File: src/rtl/nvmreg_cfg.svh
/*
  Offsets, field positions, reset values and timing counts of the register bank.
  Assumes inclusion by bare name from the design file; the package does not include it.
*/
`ifndef NVMREG_CFG_SVH
`define NVMREG_CFG_SVH
// ----------------------------------------------------------------
// Offsets
// ----------------------------------------------------------------
`define NVMREG_OFS_BUF0    6'h00
`define NVMREG_OFS_BUF1    6'h01
`define NVMREG_OFS_BUF2    6'h02
`define NVMREG_OFS_BUF3    6'h03
`define NVMREG_OFS_FLAGS   6'h04
`define NVMREG_OFS_CMD     6'h05
`define NVMREG_OFS_PAGE    6'h07
`define NVMREG_OFS_ADC     6'h08
`define NVMREG_OFS_CHKT    6'h21
// ----------------------------------------------------------------
// Field positions
// ----------------------------------------------------------------
`define NVMREG_BUSY_BIT    7
`define NVMREG_DRDY_BIT    6
`define NVMREG_PGERR_BIT   5
`define NVMREG_MEMWR_BIT   4
`define NVMREG_RST_BIT     2
`define NVMREG_MEMERR_BIT  1
`define NVMREG_CRCERR_BIT  0
`define NVMREG_CONVERT_COMMAND_BIT    7
`define NVMREG_ERROR_FLAGS_CLEAR_BIT  4
`define NVMREG_SLEEP_BIT   3
`define NVMREG_RESET_FLAG_CLEAR_BIT  2
`define NVMREG_SOFTRST_BIT 1
`define NVMREG_SHDN_BIT    0
`define NVMREG_PAGE_MASK   8'h07
`define NVMREG_ADC_MASK    8'h77
`define NVMREG_FLAGS_MASK  8'hF7
// ----------------------------------------------------------------
// Reset values and channel codes
// ----------------------------------------------------------------
`define NVMREG_RST_BYTE    8'h00
`define NVMREG_FLAGS_RST   8'h04
`define NVMREG_CH_TEMP     3'h5
`define NVMREG_CH_GND      3'h7
// ----------------------------------------------------------------
// Timing: conversion 125/62.5/31.25/7.8125 ms at 50 ns per cycle
// ----------------------------------------------------------------
`define NVMREG_CLK_NS      50
`define NVMREG_CONVERT_COMMAND_US_00  125000
`define NVMREG_CONVERT_COMMAND_CYC_00 (`NVMREG_CONVERT_COMMAND_US_00 * 1000 / `NVMREG_CLK_NS)
`define NVMREG_INIT_CYC    16
`endif

File: src/rtl/nvmreg_pkg.sv
/*
  Types of the register bank.
  Assumes nvmreg_cfg.svh is on the include path.
*/
`default_nettype none
package nvmreg_pkg;
  typedef enum logic [1:0] {
    NVMREG_IDLE = 2'b00,
    NVMREG_CONVERT_COMMAND = 2'b01,
    NVMREG_INIT = 2'b10,
    NVMREG_PROG = 2'b11
  } nvmreg_op_type;

  typedef struct packed {
    logic [31:0]   buf_word;
    logic [7:0]    flags;
    logic          convert_command;
    logic          sleep;
    logic          shdn;
    logic [2:0]    page;
    logic [7:0]    adc;
    logic [7:0]    chk_target;
    logic [7:0]    rdata;
    nvmreg_op_type op;
    logic [23:0]   cnt;
    logic [2:0]    sync_wake;
    logic          convert_command_act;
    logic          prog_act;
  } nvmreg_state_type;
endpackage
`default_nettype wire

File: src/rtl/nvmreg_top.sv
/*
  Register bank: word buffer, flags, commands, page pointer, ADC setup.
  Assumes link decoder on same clock gives one-cycle write/read strobes;
  EEPROM engine reports done/error as same-clock pulses; CRC engine gives a result byte.
*/
// Contract
// - Buffer is four bytes, offset 0 least significant, offset 3 most.
// - Busy flag bit 7 set during init, conversion or program; auto clears.
// - Data-ready bit 6 shows ADC data; cleared when convert is set.
// - Page-lock error bit 5 set on write to a disabled page.
// - Memory-write bit 4 set on mapped write, cleared on mapped read or program end.
// - Reset flag bit 2 set after power-on or soft reset until clear.
// - EEPROM error bit 1 set on memory error, cleared only by error clear.
// - Buffer check error bit 0 set on CRC mismatch, cleared only by error clear.
// - Convert bit 7 starts conversion, sets busy, clears data-ready.
// - Conversion end clears convert and busy, sets data-ready.
// - Writing zero to convert aborts a running conversion.
// - Error clear bit 4 clears both error flags, self clears, reads zero.
// - Sleep bit 3 stops fast oscillator; link activity clears it; reads zero.
// - Reset flag clear bit 2 clears reset flag, self clears, reads zero.
// - Soft reset bit 1 self clears, sets reset and busy flags, busy until done.
// - Shutdown bit 0 powers down; cleared by power-on reset; reads zero.
// - Page register holds 3-bit pointer, upper bits read-only, resets zero.
// - ADC setup bit 6 selects supply or internal reference.
// - Speed field sets filter length and conversion time.
// - Channel code 101 selects die temperature, 111 ground, others reserved.
// - Command bit 7 is direction, bit 6 selects mapped space.
// - Target write compares CRC; with memory-write set, match and page unlocked, programs EEPROM.
`timescale 1ns/100ps
`default_nettype none
`include "nvmreg_cfg.svh"

module nvmreg_top
(
  input  wire logic        CLOCK_I,
  input  wire logic        RST_N_I,
  input  wire logic        CMD_STB_I,
  input  wire logic [7:0]  CMD_BYTE_I,
  input  wire logic [7:0]  WDATA_I,
  input  wire logic        LINK_ACTIVITY_I,
  input  wire logic [7:0]  CHECK_RESULT_I,
  input  wire logic        PAGE_LOCKED_I,
  input  wire logic        MEM_ERR_I,
  input  wire logic        PROG_DONE_I,
  output logic [7:0]       RDATA_O,
  output logic [31:0]      BUFFER_O,
  output logic [2:0]       PAGE_O,
  output logic [7:0]       ADC_SETUP_O,
  output logic             CONVERT_COMMAND_ACTIVE_O,
  output logic             PROG_START_O,
  output logic             FAST_OSC_STOP_O,
  output logic             SHUTDOWN_O
);

  nvmreg_pkg::nvmreg_state_type s_r;
  nvmreg_pkg::nvmreg_state_type s_nxt;
  logic                         wr_unm;
  logic                         rd_unm;
  logic [5:0]                   addr;
  logic                         prog_go;
  logic [23:0]                  convert_command_cycles;

  // ----------------------------------------------------------------
  // Decoding
  // ----------------------------------------------------------------
  function automatic logic [23:0] convert_command_len(input logic [1:0] spd);
    case (spd)
      2'b00:   convert_command_len = 24'(`NVMREG_CONVERT_COMMAND_CYC_00);
      2'b01:   convert_command_len = 24'(`NVMREG_CONVERT_COMMAND_CYC_00 / 2);
      2'b10:   convert_command_len = 24'(`NVMREG_CONVERT_COMMAND_CYC_00 / 4);
      default: convert_command_len = 24'(`NVMREG_CONVERT_COMMAND_CYC_00 / 16);
    endcase
  endfunction

  assign addr        = CMD_BYTE_I[5:0];
  assign wr_unm      = CMD_STB_I && CMD_BYTE_I[7] && !CMD_BYTE_I[6];
  assign rd_unm      = CMD_STB_I && !CMD_BYTE_I[7] && !CMD_BYTE_I[6];
  assign convert_command_cycles = convert_command_len(s_r.adc[5:4]);
  assign prog_go     = wr_unm && addr == `NVMREG_OFS_CHKT && s_r.flags[`NVMREG_MEMWR_BIT]
                       && WDATA_I == CHECK_RESULT_I && !PAGE_LOCKED_I;

  // ----------------------------------------------------------------
  // Next state
  // ----------------------------------------------------------------
  always_comb
  begin
    s_nxt           = s_r;
    s_nxt.sync_wake = {s_r.sync_wake[1:0], LINK_ACTIVITY_I};
    if (s_r.sync_wake[2])
    begin
      s_nxt.sleep = 1'b0;
    end
    // Operation sequencer
    case (s_r.op)
      nvmreg_pkg::NVMREG_CONVERT_COMMAND:
      begin
        if (!s_r.convert_command)
        begin
          s_nxt.op                        = nvmreg_pkg::NVMREG_IDLE;
          s_nxt.flags[`NVMREG_BUSY_BIT]   = 1'b0;
        end
        else if (s_r.cnt == 24'h000001)
        begin
          s_nxt.op                        = nvmreg_pkg::NVMREG_IDLE;
          s_nxt.convert_command                      = 1'b0;
          s_nxt.flags[`NVMREG_BUSY_BIT]   = 1'b0;
          s_nxt.flags[`NVMREG_DRDY_BIT]   = 1'b1;
        end
        else
        begin
          s_nxt.cnt = s_r.cnt - 24'h000001;
        end
      end
      nvmreg_pkg::NVMREG_INIT:
      begin
        if (s_r.cnt == 24'h000001)
        begin
          s_nxt.op                      = nvmreg_pkg::NVMREG_IDLE;
          s_nxt.flags[`NVMREG_BUSY_BIT] = 1'b0;
        end
        else
        begin
          s_nxt.cnt = s_r.cnt - 24'h000001;
        end
      end
      nvmreg_pkg::NVMREG_PROG:
      begin
        if (PROG_DONE_I)
        begin
          s_nxt.op                       = nvmreg_pkg::NVMREG_IDLE;
          s_nxt.flags[`NVMREG_BUSY_BIT]  = 1'b0;
          s_nxt.flags[`NVMREG_MEMWR_BIT] = 1'b0;
        end
      end
      default:
      begin
        s_nxt.op = nvmreg_pkg::NVMREG_IDLE;
      end
    endcase
    // Mapped space accesses
    if (CMD_STB_I && CMD_BYTE_I[6])
    begin
      s_nxt.flags[`NVMREG_MEMWR_BIT] = CMD_BYTE_I[7];
    end
    // Register writes; reserved bits dropped
    if (wr_unm)
    begin
      case (addr)
        `NVMREG_OFS_BUF0: s_nxt.buf_word[7:0]   = WDATA_I;
        `NVMREG_OFS_BUF1: s_nxt.buf_word[15:8]  = WDATA_I;
        `NVMREG_OFS_BUF2: s_nxt.buf_word[23:16] = WDATA_I;
        `NVMREG_OFS_BUF3: s_nxt.buf_word[31:24] = WDATA_I;
        `NVMREG_OFS_CMD:
        begin
          s_nxt.convert_command = WDATA_I[`NVMREG_CONVERT_COMMAND_BIT];
          if (WDATA_I[`NVMREG_CONVERT_COMMAND_BIT] && s_r.op == nvmreg_pkg::NVMREG_IDLE)
          begin
            s_nxt.op                      = nvmreg_pkg::NVMREG_CONVERT_COMMAND;
            s_nxt.cnt                     = convert_command_cycles;
            s_nxt.flags[`NVMREG_BUSY_BIT] = 1'b1;
            s_nxt.flags[`NVMREG_DRDY_BIT] = 1'b0;
          end
          if (WDATA_I[`NVMREG_ERROR_FLAGS_CLEAR_BIT])
          begin
            s_nxt.flags[`NVMREG_MEMERR_BIT] = 1'b0;
            s_nxt.flags[`NVMREG_CRCERR_BIT] = 1'b0;
          end
          if (WDATA_I[`NVMREG_RESET_FLAG_CLEAR_BIT])
          begin
            s_nxt.flags[`NVMREG_RST_BIT] = 1'b0;
          end
          if (WDATA_I[`NVMREG_SLEEP_BIT])
          begin
            s_nxt.sleep = 1'b1;
          end
          if (WDATA_I[`NVMREG_SHDN_BIT])
          begin
            s_nxt.shdn = 1'b1;
          end
          if (WDATA_I[`NVMREG_SOFTRST_BIT])
          begin
            s_nxt.op                      = nvmreg_pkg::NVMREG_INIT;
            s_nxt.cnt                     = 24'(`NVMREG_INIT_CYC);
            s_nxt.convert_command                    = 1'b0;
            s_nxt.flags[`NVMREG_BUSY_BIT] = 1'b1;
            s_nxt.flags[`NVMREG_RST_BIT]  = 1'b1;
          end
        end
        `NVMREG_OFS_PAGE: s_nxt.page = WDATA_I[2:0];
        `NVMREG_OFS_ADC:  s_nxt.adc  = WDATA_I & `NVMREG_ADC_MASK;
        `NVMREG_OFS_CHKT:
        begin
          s_nxt.chk_target = WDATA_I;
          if (s_r.flags[`NVMREG_MEMWR_BIT] && WDATA_I != CHECK_RESULT_I)
          begin
            s_nxt.flags[`NVMREG_CRCERR_BIT] = 1'b1;
          end
          if (s_r.flags[`NVMREG_MEMWR_BIT] && WDATA_I == CHECK_RESULT_I && PAGE_LOCKED_I)
          begin
            s_nxt.flags[`NVMREG_PGERR_BIT] = 1'b1;
          end
          if (prog_go && s_r.op == nvmreg_pkg::NVMREG_IDLE)
          begin
            s_nxt.op                      = nvmreg_pkg::NVMREG_PROG;
            s_nxt.flags[`NVMREG_BUSY_BIT] = 1'b1;
          end
        end
        default: s_nxt.rdata = s_r.rdata;
      endcase
    end
    // Hardware-set flags win over clears in the same cycle
    if (MEM_ERR_I)
    begin
      s_nxt.flags[`NVMREG_MEMERR_BIT] = 1'b1;
    end
    // Read data path; write-only command bits read back zero
    if (rd_unm)
    begin
      case (addr)
        `NVMREG_OFS_BUF0: s_nxt.rdata = s_r.buf_word[7:0];
        `NVMREG_OFS_BUF1: s_nxt.rdata = s_r.buf_word[15:8];
        `NVMREG_OFS_BUF2: s_nxt.rdata = s_r.buf_word[23:16];
        `NVMREG_OFS_BUF3: s_nxt.rdata = s_r.buf_word[31:24];
        `NVMREG_OFS_FLAGS: s_nxt.rdata = s_r.flags & `NVMREG_FLAGS_MASK;
        `NVMREG_OFS_CMD:  s_nxt.rdata = {s_r.convert_command, 7'h00};
        `NVMREG_OFS_PAGE: s_nxt.rdata = {5'h00, s_r.page};
        `NVMREG_OFS_ADC:  s_nxt.rdata = s_r.adc;
        `NVMREG_OFS_CHKT: s_nxt.rdata = s_r.chk_target;
        default:          s_nxt.rdata = `NVMREG_RST_BYTE;
      endcase
    end
    // Operation levels kept in flops so the outputs carry no decode glitches
    s_nxt.convert_command_act = s_nxt.op == nvmreg_pkg::NVMREG_CONVERT_COMMAND;
    s_nxt.prog_act = s_nxt.op == nvmreg_pkg::NVMREG_PROG;
  end

  // ----------------------------------------------------------------
  // State register; power-on reset sets the reset flag
  // ----------------------------------------------------------------
  always_ff @(posedge CLOCK_I or negedge RST_N_I)
  begin
    if (!RST_N_I)
    begin
      s_r       <= '0;
      s_r.flags <= `NVMREG_FLAGS_RST;
    end
    else
    begin
      s_r <= s_nxt;
    end
  end

  assign RDATA_O         = s_r.rdata;
  assign BUFFER_O        = s_r.buf_word;
  assign PAGE_O          = s_r.page;
  assign ADC_SETUP_O     = s_r.adc;
  assign CONVERT_COMMAND_ACTIVE_O   = s_r.convert_command_act;
  assign PROG_START_O    = s_r.prog_act;
  assign FAST_OSC_STOP_O = s_r.sleep;
  assign SHUTDOWN_O      = s_r.shdn;

  // ----------------------------------------------------------------
  // Assertions
  // ----------------------------------------------------------------
  a_busy_convert_command: assert property (@(posedge CLOCK_I) disable iff (!RST_N_I)
    CONVERT_COMMAND_ACTIVE_O |-> s_r.flags[`NVMREG_BUSY_BIT]) else $error("busy low in conversion");
  a_drdy_clear: assert property (@(posedge CLOCK_I) disable iff (!RST_N_I)
    CONVERT_COMMAND_ACTIVE_O |-> !s_r.flags[`NVMREG_DRDY_BIT]) else $error("ready set in conversion");
  a_convert_command_end: assert property (@(posedge CLOCK_I) disable iff (!RST_N_I)
    CONVERT_COMMAND_ACTIVE_O && s_r.convert_command && s_r.cnt == 24'h000001 && !CMD_STB_I |=>
    s_r.flags[`NVMREG_DRDY_BIT] && !s_r.convert_command) else $error("conversion end wrong");
  a_abort_convert_command: assert property (@(posedge CLOCK_I) disable iff (!RST_N_I)
    CONVERT_COMMAND_ACTIVE_O && !s_r.convert_command |=> !CONVERT_COMMAND_ACTIVE_O) else $error("abort ignored");
  a_err_clear: assert property (@(posedge CLOCK_I) disable iff (!RST_N_I)
    wr_unm && addr == `NVMREG_OFS_CMD && WDATA_I[`NVMREG_ERROR_FLAGS_CLEAR_BIT] && !MEM_ERR_I |=>
    s_r.flags[1:0] == 2'b00) else $error("errors not cleared");
  a_rst_clear: assert property (@(posedge CLOCK_I) disable iff (!RST_N_I)
    wr_unm && addr == `NVMREG_OFS_CMD && WDATA_I[`NVMREG_RESET_FLAG_CLEAR_BIT]
    && !WDATA_I[`NVMREG_SOFTRST_BIT] |=> !s_r.flags[`NVMREG_RST_BIT]) else $error("rst flag");
  a_soft_rst: assert property (@(posedge CLOCK_I) disable iff (!RST_N_I)
    wr_unm && addr == `NVMREG_OFS_CMD && WDATA_I[`NVMREG_SOFTRST_BIT] |=>
    s_r.flags[`NVMREG_RST_BIT] && s_r.flags[`NVMREG_BUSY_BIT]) else $error("soft reset");
  a_page_ro: assert property (@(posedge CLOCK_I) disable iff (!RST_N_I)
    rd_unm && addr == `NVMREG_OFS_PAGE |=> RDATA_O[7:3] == 5'h00) else $error("page high bits");
  a_memwr_set: assert property (@(posedge CLOCK_I) disable iff (!RST_N_I)
    CMD_STB_I && CMD_BYTE_I[7:6] == 2'b11 |=> s_r.flags[`NVMREG_MEMWR_BIT]) else $error("memwr");
  a_memwr_clr: assert property (@(posedge CLOCK_I) disable iff (!RST_N_I)
    CMD_STB_I && CMD_BYTE_I[7:6] == 2'b01 |=> !s_r.flags[`NVMREG_MEMWR_BIT])
    else $error("memory-write flag kept");
  a_err_set_wins: assert property (@(posedge CLOCK_I) disable iff (!RST_N_I)
    MEM_ERR_I |=> s_r.flags[`NVMREG_MEMERR_BIT]) else $error("memory error lost");
  a_crc_err_set: assert property (@(posedge CLOCK_I) disable iff (!RST_N_I)
    wr_unm && addr == `NVMREG_OFS_CHKT && s_r.flags[`NVMREG_MEMWR_BIT]
    && WDATA_I != CHECK_RESULT_I |=> s_r.flags[`NVMREG_CRCERR_BIT])
    else $error("check error missing");
  a_page_err: assert property (@(posedge CLOCK_I) disable iff (!RST_N_I)
    wr_unm && addr == `NVMREG_OFS_CHKT && s_r.flags[`NVMREG_MEMWR_BIT]
    && WDATA_I == CHECK_RESULT_I && PAGE_LOCKED_I |=> s_r.flags[`NVMREG_PGERR_BIT])
    else $error("page error missing");
  a_prog_start: assert property (@(posedge CLOCK_I) disable iff (!RST_N_I)
    wr_unm && addr == `NVMREG_OFS_CHKT && s_r.flags[`NVMREG_MEMWR_BIT] && !PAGE_LOCKED_I
    && WDATA_I == CHECK_RESULT_I && s_r.op == nvmreg_pkg::NVMREG_IDLE |=>
    PROG_START_O && s_r.flags[`NVMREG_BUSY_BIT]) else $error("program not started");
  a_shdn_hold: assert property (@(posedge CLOCK_I) disable iff (!RST_N_I)
    SHUTDOWN_O |=> SHUTDOWN_O) else $error("shutdown left without reset");
  a_sleep_wake: assert property (@(posedge CLOCK_I) disable iff (!RST_N_I)
    s_r.sync_wake[2] && !(wr_unm && addr == `NVMREG_OFS_CMD && WDATA_I[`NVMREG_SLEEP_BIT])
    |=> !FAST_OSC_STOP_O) else $error("sleep kept on activity");
  a_ctrl_read: assert property (@(posedge CLOCK_I) disable iff (!RST_N_I)
    rd_unm && addr == `NVMREG_OFS_CMD |=> RDATA_O[6:0] == 7'h00)
    else $error("command bits read back");
  c_convert_command_done: cover property (@(posedge CLOCK_I) disable iff (!RST_N_I)
    CONVERT_COMMAND_ACTIVE_O ##1 !CONVERT_COMMAND_ACTIVE_O && s_r.flags[`NVMREG_DRDY_BIT]);
  c_prog: cover property (@(posedge CLOCK_I) disable iff (!RST_N_I) PROG_START_O);
  c_init: cover property (@(posedge CLOCK_I) disable iff (!RST_N_I)
    s_r.op == nvmreg_pkg::NVMREG_INIT);
  c_temp_channel: cover property (@(posedge CLOCK_I) disable iff (!RST_N_I)
    ADC_SETUP_O[2:0] == `NVMREG_CH_TEMP);
  c_sleep_wake: cover property (@(posedge CLOCK_I) disable iff (!RST_N_I)
    FAST_OSC_STOP_O ##1 !FAST_OSC_STOP_O);

endmodule // nvmreg_top
`default_nettype wire

File: config.mk
export PLATFORM = sky130hd
export DESIGN_NAME = nvmreg_top
export DESIGN_NICKNAME = d
export VERILOG_FILES = /design/src/rtl/nvmreg_pkg.sv /design/src/rtl/nvmreg_top.sv
export VERILOG_INCLUDE_DIRS = /design/src /design/src/rtl
export SDC_FILE = /design/constraint.sdc
export NUM_CORES = 1
export LEC_CHECK = 0
export ABC_CLOCK_PERIOD_IN_PS = 3550
export BUFFER_PORTS_ARGS = -buffer_cell sky130_fd_sc_hd__buf_4
export CAP_MARGIN = 20
export CELL_PAD_IN_SITES_DETAIL_PLACEMENT = 0
export CELL_PAD_IN_SITES_GLOBAL_PLACEMENT = 1
export CORE_ASPECT_RATIO = 1.2
export CORE_UTILIZATION = 45
export CTS_CLUSTER_SIZE = 8
export DETAILED_ROUTE_END_ITERATION = 10
export HOLD_SLACK_MARGIN = 0.08
export PLACE_DENSITY = 0.77
export SETUP_SLACK_MARGIN = 0.3
export SLEW_MARGIN = 20
export SYNTH_ARGS = -nofsm -noshare
export SYNTH_HDL_FRONTEND = slang
export SYNTH_SLANG_ARGS = --single-unit
export TNS_END_PERCENT = 5
File: constraint.sdc
create_clock -name CLOCK_I -period 3.55 [get_ports CLOCK_I]
set_clock_uncertainty 0.1 [all_clocks]
set_input_delay 0.71 -clock CLOCK_I [delete_from_list [all_inputs] [get_ports CLOCK_I]]
set_output_delay 0.71 -clock CLOCK_I [all_outputs]
set_load 0.02 [all_outputs]
==> results of run 1 <==
-- stage by stage --
step	setup slack, ns	area (µm²)	hold WS (ns)	total power, µW	util, %
3_5_place_dp	0.440	6240	0.239	1520	49.5
4_1_cts	0.608	6550	0.258	2540	51.9
6_report	0.572	6550	0.256	2520	51.9
3_3_place_gp	0.456	6240	0.237	1510	49.5
5_1_grt	0.411	6550	0.261	2610	51.9
2_1_floorplan	0.699	5800	0.231	1410	-
-- layout by cell type (no fill, tap or decap), drive strengths merged, types with 3 or more instances in the layout --
cell      n
a2111oi   3
a211oi    6
a21o      6
a21oi    26
a221o     3
a22o      3
a22oi     5
a31oi     5
and2      6
and3      7
and4      3
buf      96
clkbuf    9
dfrtp    97
ha       13
inv      13
mux2     51
mux4      5
nand2    62
nand2b    6
nand3    18
nand3b    4
nand4     8
nor2     31
nor2b     3
nor3     13
nor3b     4
nor4     17
o211ai    5
o21ai    25
o311ai    4
o31a      3
or3       3
or4       7
xnor2     8
-- registers in the layout, indices dropped and copies added, names as in the netlist --
signal	flops
BUFFER_O	32
PAGE_O	3
CONVERT_COMMAND_ACTIVE_O	1
FAST_OSC_STOP_O	1
ADC_SETUP_O	6
SHUTDOWN_O	1
RDATA_O	8
s_nxt	2
PROG_START_O	1
s_r	43
-- power groups by stage --
stage	sequential, µW	combinational (µW)	clock [µW]
after floorplan	1210	195	0
after global placement	1220	291	0
after detailed placement	1230	295	0
after CTS	1200	296	1030
after global routing	1210	321	1080
final	1210	294	1020
-- cell families (layout without fill, tap and decap cells) --
family	after synthesis	after routing	share of synthesized area, %
other	1	2	0.0647
AOI/OAI and AO/OA	114	114	13.4
DFF	98	98	42.4
xor gates and xnor gates	9	9	1.36
and+or+nand+nor	200	200	18.7
muxes	58	58	12.2
buffers and inverters	88	122	9.07
adders and majority gates	13	13	2.81
-- worst paths after layout --
path,endpoint,slack [ns],cells after the start
max in group asynchronous,ADC_SETUP_O[6],2.22,2
worst min register to register,s_nxt[4],0.26,0
worst max-delay path,s_r[25],0.57,8
min in group asynchronous,s_r[7],0.31,1
worst max register to register,s_r[25],0.57,8
worst min-delay path,s_nxt[4],0.26,0
-- worst max-delay path: cells and delay by family (launching register included) --
family          cells  cell delay [ns]
compound gates      1             0.11
fa+ha+maj           1             0.22
simple gates        5             1.97
flops               1             0.42
buf+inv             1             0.10
-- final cells by class --
cell class	instances	area [µm²]
clock inverter	7	83.8
fill	1197	6060
inverter	10	37.5
timing repair buffer	96	721
tap	164	205
multi-input combinational	396	2820
clock buffer	9	225
sequential	98	2450
-- routing by layer --
layer  up-vias  wire [µm]  GRT usage [%]
met3        35        744           3.62
met1      2342       6760           31.5
met4         0        542           11.5
met5         -          0              0
li1       2149          -              -
met2       147       8170           43.5
==> impl_metrics.py, run 1 <==
metrics = {
    "outcome": {
        "status": "complete, no violations",
    },
    "place": {
        "hpwlAfterDp_um": 12000,
        "placed_cells": 764,
        "io_buffers": 83,
        "routabilityCongestion": 0.878,
    },
    "global_routing": {
        "track_usage_pct": 25.3,
        "grt_first_pass_wirelength_um": 25800,
        "antenna_found_initial": 0,
        "grt_overflow": 0,
        "grt_max_degree": 53,
        "first_global_vias": 4655,
    },
    "clock_network": {
        "cts_root_buf": "clkbuf_16",
        "htreeDepth": 3,
        "clock_latency_ns": 0.35,
        "cts_tree": "done",
        "clock-sinks": 98,
        "clock_path_buffers": 2,
        "postCtsHoldBufs": 0,
        "postCtsSetupBuffers": 0,
        "post_cts_resized": 0,
        "clkTransAtPathRegs_ns": 0.07,
        "numCtsBuffers": 9,
    },
    "critical_path": {
        "endpoint_kind": "flop",
        "crit_path_start": "s_r[5]",
        "max_stage_delay_ns": 0.60,
        "required_ns": 3.74,
        "crit_type": "flop to flop",
        "cp_common_cell": "or4_1",
        "path_max_fanout": 6,
        "path_cells": "inv_1 -> ha_1 -> or4b_4 -> or4_1 -> nor3_4 -> a31oi_1 -> or4_1 -> nand2_1",
        "arrival_ns": 3.16,
        "slowest_stage": "or4_1",
        "reg2reg_from": "s_r[5]",
        "start_kind": "flop",
    },
    "routing": {
        "drc_errors": 0,
        "antenna_left": 0,
        "finalWirelength_um": 16200,
        "drt-wirelength-per-cell_um": 20.8,
        "vias": 4673,
        "drt_iter0_drc": 220,
        "drt_first_pass_iters": 5,
        "via_per_inst": 5.99,
    },
    "timing": {
        "fin_crit_ns": 2.98,
        "rsz0062_at_grt": "no",
        "worst_pin_slew_ns": 0.838,
        "period_share_pct": 83.9,
        "hold_viol": 0,
        "max_freq_ghz": 0.336,
        "setup_viol": 0,
        "slew_viol_final": 0,
        "tns_ns": 0,
        "slew_headroom_pct": 43.6,
    },
    "floorplan": {
        "dieArea_mm2": 0.0133,
        "die_h_um": 126,
        "rows": 45,
        "pin_count": 86,
        "start_util_pct": 45.9,
        "die_w_um": 106,
        "core_mm2": 0.0126,
    },
    "worst_hold_path": {
        "min_from": "s_nxt[3]",
        "hold_path_class": "flop to flop",
    },
    "synth": {
        "yosysSeqAreaShare_pct": 42.4,
        "synth_most_common_cell": "dfrtp_1",
        "ys_async_sr_fraction_pct": 100,
        "yosys-top-cells-area": "dfrtp_1 (42%), mux2_2 (9.9%), buf_4 (6.6%), nand2_1 (4.0%), ha_1 (2.8%)",
        "synth_seq_cells": 98,
        "syn_inst": 581,
        "synth_edf_count": 0,
        "synth_top_area_share_pct": 41.9,
        "avgSynthCellArea_um2": 9.97,
        "netlist_area_mm2": 0.00579,
        "synth_common_cells": "dfrtp_1 (97), nand2_1 (61), buf_4 (51), mux2_2 (51), nor2_1 (31)",
        "synth-warning-count": 0,
        "yosys.area.top_type": "dfrtp_1",
        "synth_ff_type": "dfrtp_1",
        "ys_types": 72,
    },
    "flow_run": {
        "cap_violations": 0,
    },
    "power": {
        "swShare_pct": 26.8,
        "pwr_density_cell_mw_per_mm2": 385,
        "ir_worst_vdd_v": 0.000265,
        "seqPwrFrac_pct": 47.8,
        "clock_power_share_pct": 40.5,
        "pwr-share-comb_pct": 11.7,
        "p_int_uw": 1840,
        "p_leak_uw": 0.00302,
        "p_switching_uw": 676,
    },
    "finish": {
        "fin_nets": 655,
        "area_delta_synth_final_pct": 13.1,
        "drive_gt1_share_pct": 29.5,
        "diodes": 0,
        "instances_no_fill": 780,
    },
}
Power figures use the tool's default switching activity.
==> run 2, diff against run 1 <==
--- a/config.mk
+++ b/config.mk
@@ -6,7 +6,7 @@
 export SDC_FILE = /design/constraint.sdc
 export NUM_CORES = 1
 export LEC_CHECK = 0
-export ABC_CLOCK_PERIOD_IN_PS = 3550
+export ABC_CLOCK_PERIOD_IN_PS = 3050
 export BUFFER_PORTS_ARGS = -buffer_cell sky130_fd_sc_hd__buf_4
 export CAP_MARGIN = 20
 export CELL_PAD_IN_SITES_DETAIL_PLACEMENT = 0
==> constraint.sdc (replaced) <==
create_clock -name CLOCK_I -period 3.05 [get_ports CLOCK_I]
set_clock_uncertainty 0.1 [all_clocks]
set_input_delay 0.61 -clock CLOCK_I [delete_from_list [all_inputs] [get_ports CLOCK_I]]
set_output_delay 0.61 -clock CLOCK_I [all_outputs]
set_load 0.02 [all_outputs]
==> run 2 against run 1 <==
Worst setup slack got worse by 0.26 ns. Sequential share of layout area decreased by 0.97 points. Final cell count increased by 2.4%. Die area unchanged. Highest routed layer unchanged. Sequential power increased by 16%. Register-to-register slack got worse by 0.26 ns. Via count increased by 1.2%. Global-route usage increased by 0.86 points. Non-clock buffer count increased by 19.
==> impl_metrics.py, run 2 (synthesis gave the netlist of run 1 again) <==
metrics = {
    "outcome": {
        "status": "complete, no violations",
    },
    "finish": {
        "fin_util_pct": 53.3,
        "drive_gt1_share_pct": 32.9,
        "regMostFlops": "s_r",
        "fin_nets": 674,
        "diodes": 0,
        "layout_commonest_cell": "buf_4",
        "largest_register_ff_count": 43,
        "final_cell_mix": "buf_4 (114), dfrtp_1 (97), nand2_1 (60)",
        "fillers": 1181,
        "area_delta_synth_final_pct": 16.1,
    },
    "critical_path": {
        "crit_family": "simple AND/OR/NAND/NOR gates",
        "max_stage_delay_ns": 0.59,
        "path_cells": "inv_2 -> ha_4 -> or4b_4 -> or4_4 -> buf_4 -> a21oi_1 -> a21oi_1 -> o21ai_0 -> o211ai_1",
        "crit_type": "flop to flop",
        "cp_common_cell": "a21oi_1",
        "start_kind": "flop",
        "endpoint_kind": "flop",
        "arrival_ns": 2.84,
        "required_ns": 3.16,
        "path_max_fanout": 4,
        "crit_buf_inv": 2,
        "slowest_stage": "or4_4",
    },
    "clock_network": {
        "numCtsBuffers": 9,
        "clock_latency_ns": 0.35,
        "clkTransAtPathRegs_ns": 0.07,
        "postCtsHoldBufs": 0,
        "htreeDepth": 3,
        "clock-sinks": 98,
        "cts_tree": "done",
        "cts_root_buf": "clkbuf_16",
        "clock_path_buffers": 2,
    },
    "global_routing": {
        "track_usage_pct": 26.1,
        "grt_first_pass_wirelength_um": 26700,
        "antenna_found_initial": 0,
        "grt_max_degree": 56,
        "grt_overflow": 0,
        "first_global_vias": 4835,
    },
    "routing": {
        "via_per_inst": 5.92,
        "antenna_left": 0,
        "drc_errors": 0,
        "drt-wirelength-per-cell_um": 20.6,
        "drt_first_pass_iters": 5,
        "finalWirelength_um": 16500,
        "vias": 4730,
        "drt_iter0_drc": 269,
    },
    "floorplan": {
        "die_h_um": 126,
        "start_util_pct": 45.9,
        "dieArea_mm2": 0.0133,
        "rows": 45,
        "die_w_um": 106,
        "pin_count": 86,
        "core_mm2": 0.0126,
    },
    "timing": {
        "setup_viol": 0,
        "slew_headroom_pct": 50.5,
        "worst_pin_slew_ns": 0.742,
        "tns_ns": 0,
        "rsz0062_at_grt": "yes",
        "hold_viol": 0,
        "fin_crit_ns": 2.73,
        "max_freq_ghz": 0.366,
        "slew_viol_final": 0,
        "period_share_pct": 89.6,
    },
    "place": {
        "hpwlAfterDp_um": 12500,
        "io_buffers": 83,
        "routabilityCongestion": 0.879,
    },
    "power": {
        "pwr_density_cell_mw_per_mm2": 429,
        "power.total_uw": 2880,
        "ir_worst_vdd_v": 0.000298,
        "p_leak_uw": 0.00312,
    },
    "worst_hold_path": {
        "hold_path_class": "primary input to asynchronous set/reset pin",
    },
    "flow_run": {
        "cap_violations": 0,
    },
}
## run 2: changes by cell type in the layout (fill, tap and decap cells not counted), moves of 2 or more
| cell | change |
|---|---|
| inv_1 | -2 |
| inv_2 | +2 |
| buf_4 | +18 |
| clkinv_4 | -2 |
## run 2: cell type report
type                       instances  area (µm²)  area share (%)
tap                              164         205            3.05
multi-input combinational        396        2860            42.5
inverter                          10        37.5           0.558
timing repair buffer             115         876            13.0
sequential                        98        2450            36.5
clock inverter                     6        52.6           0.782
clock buffer                      10         239            3.55
## run 2: through the flow
stage / instance area [µm²] / worst slack (ns) / hold slack [ns] / instances
final: 6720 / 0.317 / 0.206 / 799
after global routing: 6720 / 0.206 / 0.255 / 799
after CTS: 6710 / 0.302 / 0.241 / 799
after detailed placement: 6360 / 0.175 / 0.242 / 778
after global placement: 6360 / 0.201 / 0.236 / 778
after floorplan: 5800 / 0.351 / 0.214 / 582
## run 2: timing repair
action                     in CTS  in global routing
setup endpoints to repair       2                 10
pin swaps                       3                  2
gates resized for setup         4                  4
buffers inserted                5                  0
## run 2: power by group
| group | total, µW | internal, µW | switching (µW) |
|---|---|---|---|
| combinational | 363 | 158 | 205 |
| sequential | 1400 | 1350 | 51.4 |
| clock | 1120 | 590 | 528 |
## run 2: final timing paths
kind                            startpoint           end  slack [ns]  cells after the start
worst max-delay path                s_r[5]       s_r[15]        0.32                      9
worst min-delay path               RST_N_I  PROG_START_O        0.21                      1
worst max register to register      s_r[5]       s_r[15]        0.32                      9
worst min register to register    s_nxt[4]        s_r[4]        0.25                      0
max in group asynchronous          RST_N_I    RDATA_O[5]        1.85                      2
min in group CLOCK_I              s_nxt[4]        s_r[4]        0.25                      0
## run 2: routing by layer
layer,up-vias,share of wire [%],wire [µm],GRT usage [%]
li1,2187,-,-,-
met1,2348,41,6680,31.7
met2,164,52,8500,46.1
met3,31,5.1,844,4.40
met4,0,2.7,446,10.5
met5,-,0,0,0
==> run 3, diff against run 2 <==
--- a/config.mk
+++ b/config.mk
@@ -6,7 +6,7 @@
 export SDC_FILE = /design/constraint.sdc
 export NUM_CORES = 1
 export LEC_CHECK = 0
-export ABC_CLOCK_PERIOD_IN_PS = 3050
+export ABC_CLOCK_PERIOD_IN_PS = 2550
 export BUFFER_PORTS_ARGS = -buffer_cell sky130_fd_sc_hd__buf_4
 export CAP_MARGIN = 20
 export CELL_PAD_IN_SITES_DETAIL_PLACEMENT = 0
==> constraint.sdc (replaced) <==
create_clock -name CLOCK_I -period 2.55 [get_ports CLOCK_I]
set_clock_uncertainty 0.1 [all_clocks]
set_input_delay 0.51 -clock CLOCK_I [delete_from_list [all_inputs] [get_ports CLOCK_I]]
set_output_delay 0.51 -clock CLOCK_I [all_outputs]
set_load 0.005 [all_outputs]
==> run 3 against run 2 <==
The run now ends with setup timing left. Via count grew 2.6%. Non-clock buffer count grew 41. Design area grew 7.1%. Critical path depth shrank 1. Critical path type unchanged. Critical endpoint is now s_r[25].
==> impl_metrics.py, run 3 (synthesis gave the netlist of run 1 again) <==
metrics = {
    "critical_path": {
        "reg2reg_depth": 8,
        "crit_type": "flop to flop",
        "crit_buf_inv": 1,
        "max_stage_delay_ns": 0.51,
        "arrival_ns": 2.83,
        "cp.depth": 8,
        "crit_family": "simple AND/OR/NAND/NOR gates",
        "reg2reg_from": "s_r[5]",
        "crit-reg2reg-capture": "s_r[25]",
        "crit_path_end": "s_r[25]",
        "start_kind": "flop",
        "path_max_fanout": 6,
        "path_cells": "inv_2 -> ha_4 -> or4b_4 -> or4_4 -> nor3_4 -> a31oi_1 -> or4_1 -> nand2_1",
        "slowest_stage": "or4_1",
        "endpoint_kind": "flop",
        "crit_path_start": "s_r[5]",
        "reg2reg_slack_ns": -0.1,
        "required_ns": 2.74,
    },
    "floorplan": {
        "die_w_um": 106,
        "start_util_pct": 45.9,
        "die_h_um": 126,
        "rows": 45,
        "dieArea_mm2": 0.0133,
        "pin_count": 86,
        "core_mm2": 0.0126,
    },
    "place": {
        "routabilityCongestion": 0.909,
        "placed_cell_area_mm2": 0.00674,
        "placed_cells": 823,
        "hpwlAfterDp_um": 12900,
        "io_buffers": 83,
    },
    "finish": {
        "layout_commonest_cell": "buf_4",
        "diodes": 0,
        "instances_no_fill": 840,
        "area_delta_synth_final_pct": 24.3,
        "drive_gt1_share_pct": 39.1,
        "largest_register_ff_count": 43,
        "regMostFlops": "s_r",
        "postLayoutCellArea_mm2": 0.00720,
        "fin_nets": 715,
        "final_cell_mix": "buf_4 (150), dfrtp_1 (97), nand2_1 (59)",
    },
    "routing": {
        "drt-wirelength-per-cell_um": 20.1,
        "finalWirelength_um": 16900,
        "vias": 4852,
        "via_per_inst": 5.78,
        "drt_iter0_drc": 271,
        "drc_errors": 0,
        "drt_first_pass_iters": 5,
        "antenna_left": 0,
    },
    "timing": {
        "slew_headroom_pct": 60.1,
        "rsz0062_at_grt": "yes",
        "max_freq_ghz": 0.378,
        "fin_crit_ns": 2.65,
        "final.setup.worst_slack_ns": -0.0955,
        "worst_pin_slew_ns": 0.584,
        "slew_viol_final": 0,
        "hold_viol": 0,
        "tns_ns": -0.0955,
        "period_share_pct": 104,
        "setup_viol": 1,
    },
    "clock_network": {
        "clock-sinks": 98,
        "cts_root_buf": "clkbuf_16",
        "clock_latency_ns": 0.35,
        "numCtsBuffers": 9,
        "htreeDepth": 3,
        "clkTransAtPathRegs_ns": 0.07,
        "postCtsSetupBuffers": 0,
        "clock_path_buffers": 2,
        "cts_tree": "done",
    },
    "flow_run": {
        "cap_violations": 0,
    },
    "power": {
        "p_leak_uw": 0.00337,
        "pwr_density_cell_mw_per_mm2": 493,
        "power.total_uw": 3550,
        "ir_worst_vdd_v": 0.000368,
    },
    "outcome": {
        "status": "finished, violations left",
        "violations": "setup timing",
    },
    "worst_hold_path": {
        "min_from": "LINK_ACTIVITY_I",
        "hold_path_class": "primary input to flop",
    },
    "global_routing": {
        "track_usage_pct": 26.3,
        "grt_max_degree": 53,
        "grt_first_pass_wirelength_um": 26900,
        "grt_overflow": 0,
        "first_global_vias": 4932,
        "antenna_found_initial": 0,
    },
}
## run 3: per-stage QoR
step | utilization (%) | hold slack [ns] | setup slack, ns
2_1_floorplan | - | 0.114 | -0.0261
3_5_place_dp | 53.4 | 0.238 | -0.102
4_1_cts | 56.6 | 0.154 | -0.100
5_1_grt | 57.1 | 0.160 | -0.202
3_3_place_gp | 53.4 | 0.235 | -0.0571
6_report | 57.1 | 0.162 | -0.0955
## run 3: area by class of cell
type                            count  area [µm²]
Fill cell                        1148        5410
Multi-Input combinational cell    396        2970
Sequential cell                    98        2450
Timing Repair Buffer              156        1210
Clock buffer                        9         225
Tap cell                          164         205
Clock inverter                      7        92.6
Inverter                           10        37.5
## run 3: what timing repair did
action / in CTS / in global routing
hold buffers: 1 / 0
resized for setup: 16 / 12
setup endpoints to repair: 26 / 27
endpoints found under the hold margin: 18 / 0
pin swaps: 6 / 10
## run 3: worst min path at each step
stage               slack [ns]              to  cells past startpoint
floorplan                 0.11  ADC_SETUP_O[0]                      0
global placement          0.24          s_r[4]                      0
detailed placement        0.24        s_nxt[4]                      0
CTS                       0.15        s_nxt[3]                      1
global route              0.16        s_nxt[3]                      1
finish                    0.16        s_nxt[3]                      1
## run 3: worst reg2reg max path: stages, from the launching register on
cell and delay (ns):
dfrtp_1 0.42, inv_2 0.10, ha_4 0.15, or4b_4 0.47
or4_4 0.50, nor3_4 0.17, a31oi_1 0.10, or4_1 0.51
nand2_1 0.07
## run 3: where the power goes
group	internal (µW)	switching, µW
clock network	789	655
registers	1620	61.5
logic	210	220
total	2610	936
## run 3: layer usage
layer,GRT usage [%],share of wire (%)
met5,0,0
met4,12.7,3.5
met3,2.54,3.3
met2,47.3,52
met1,31.5,41
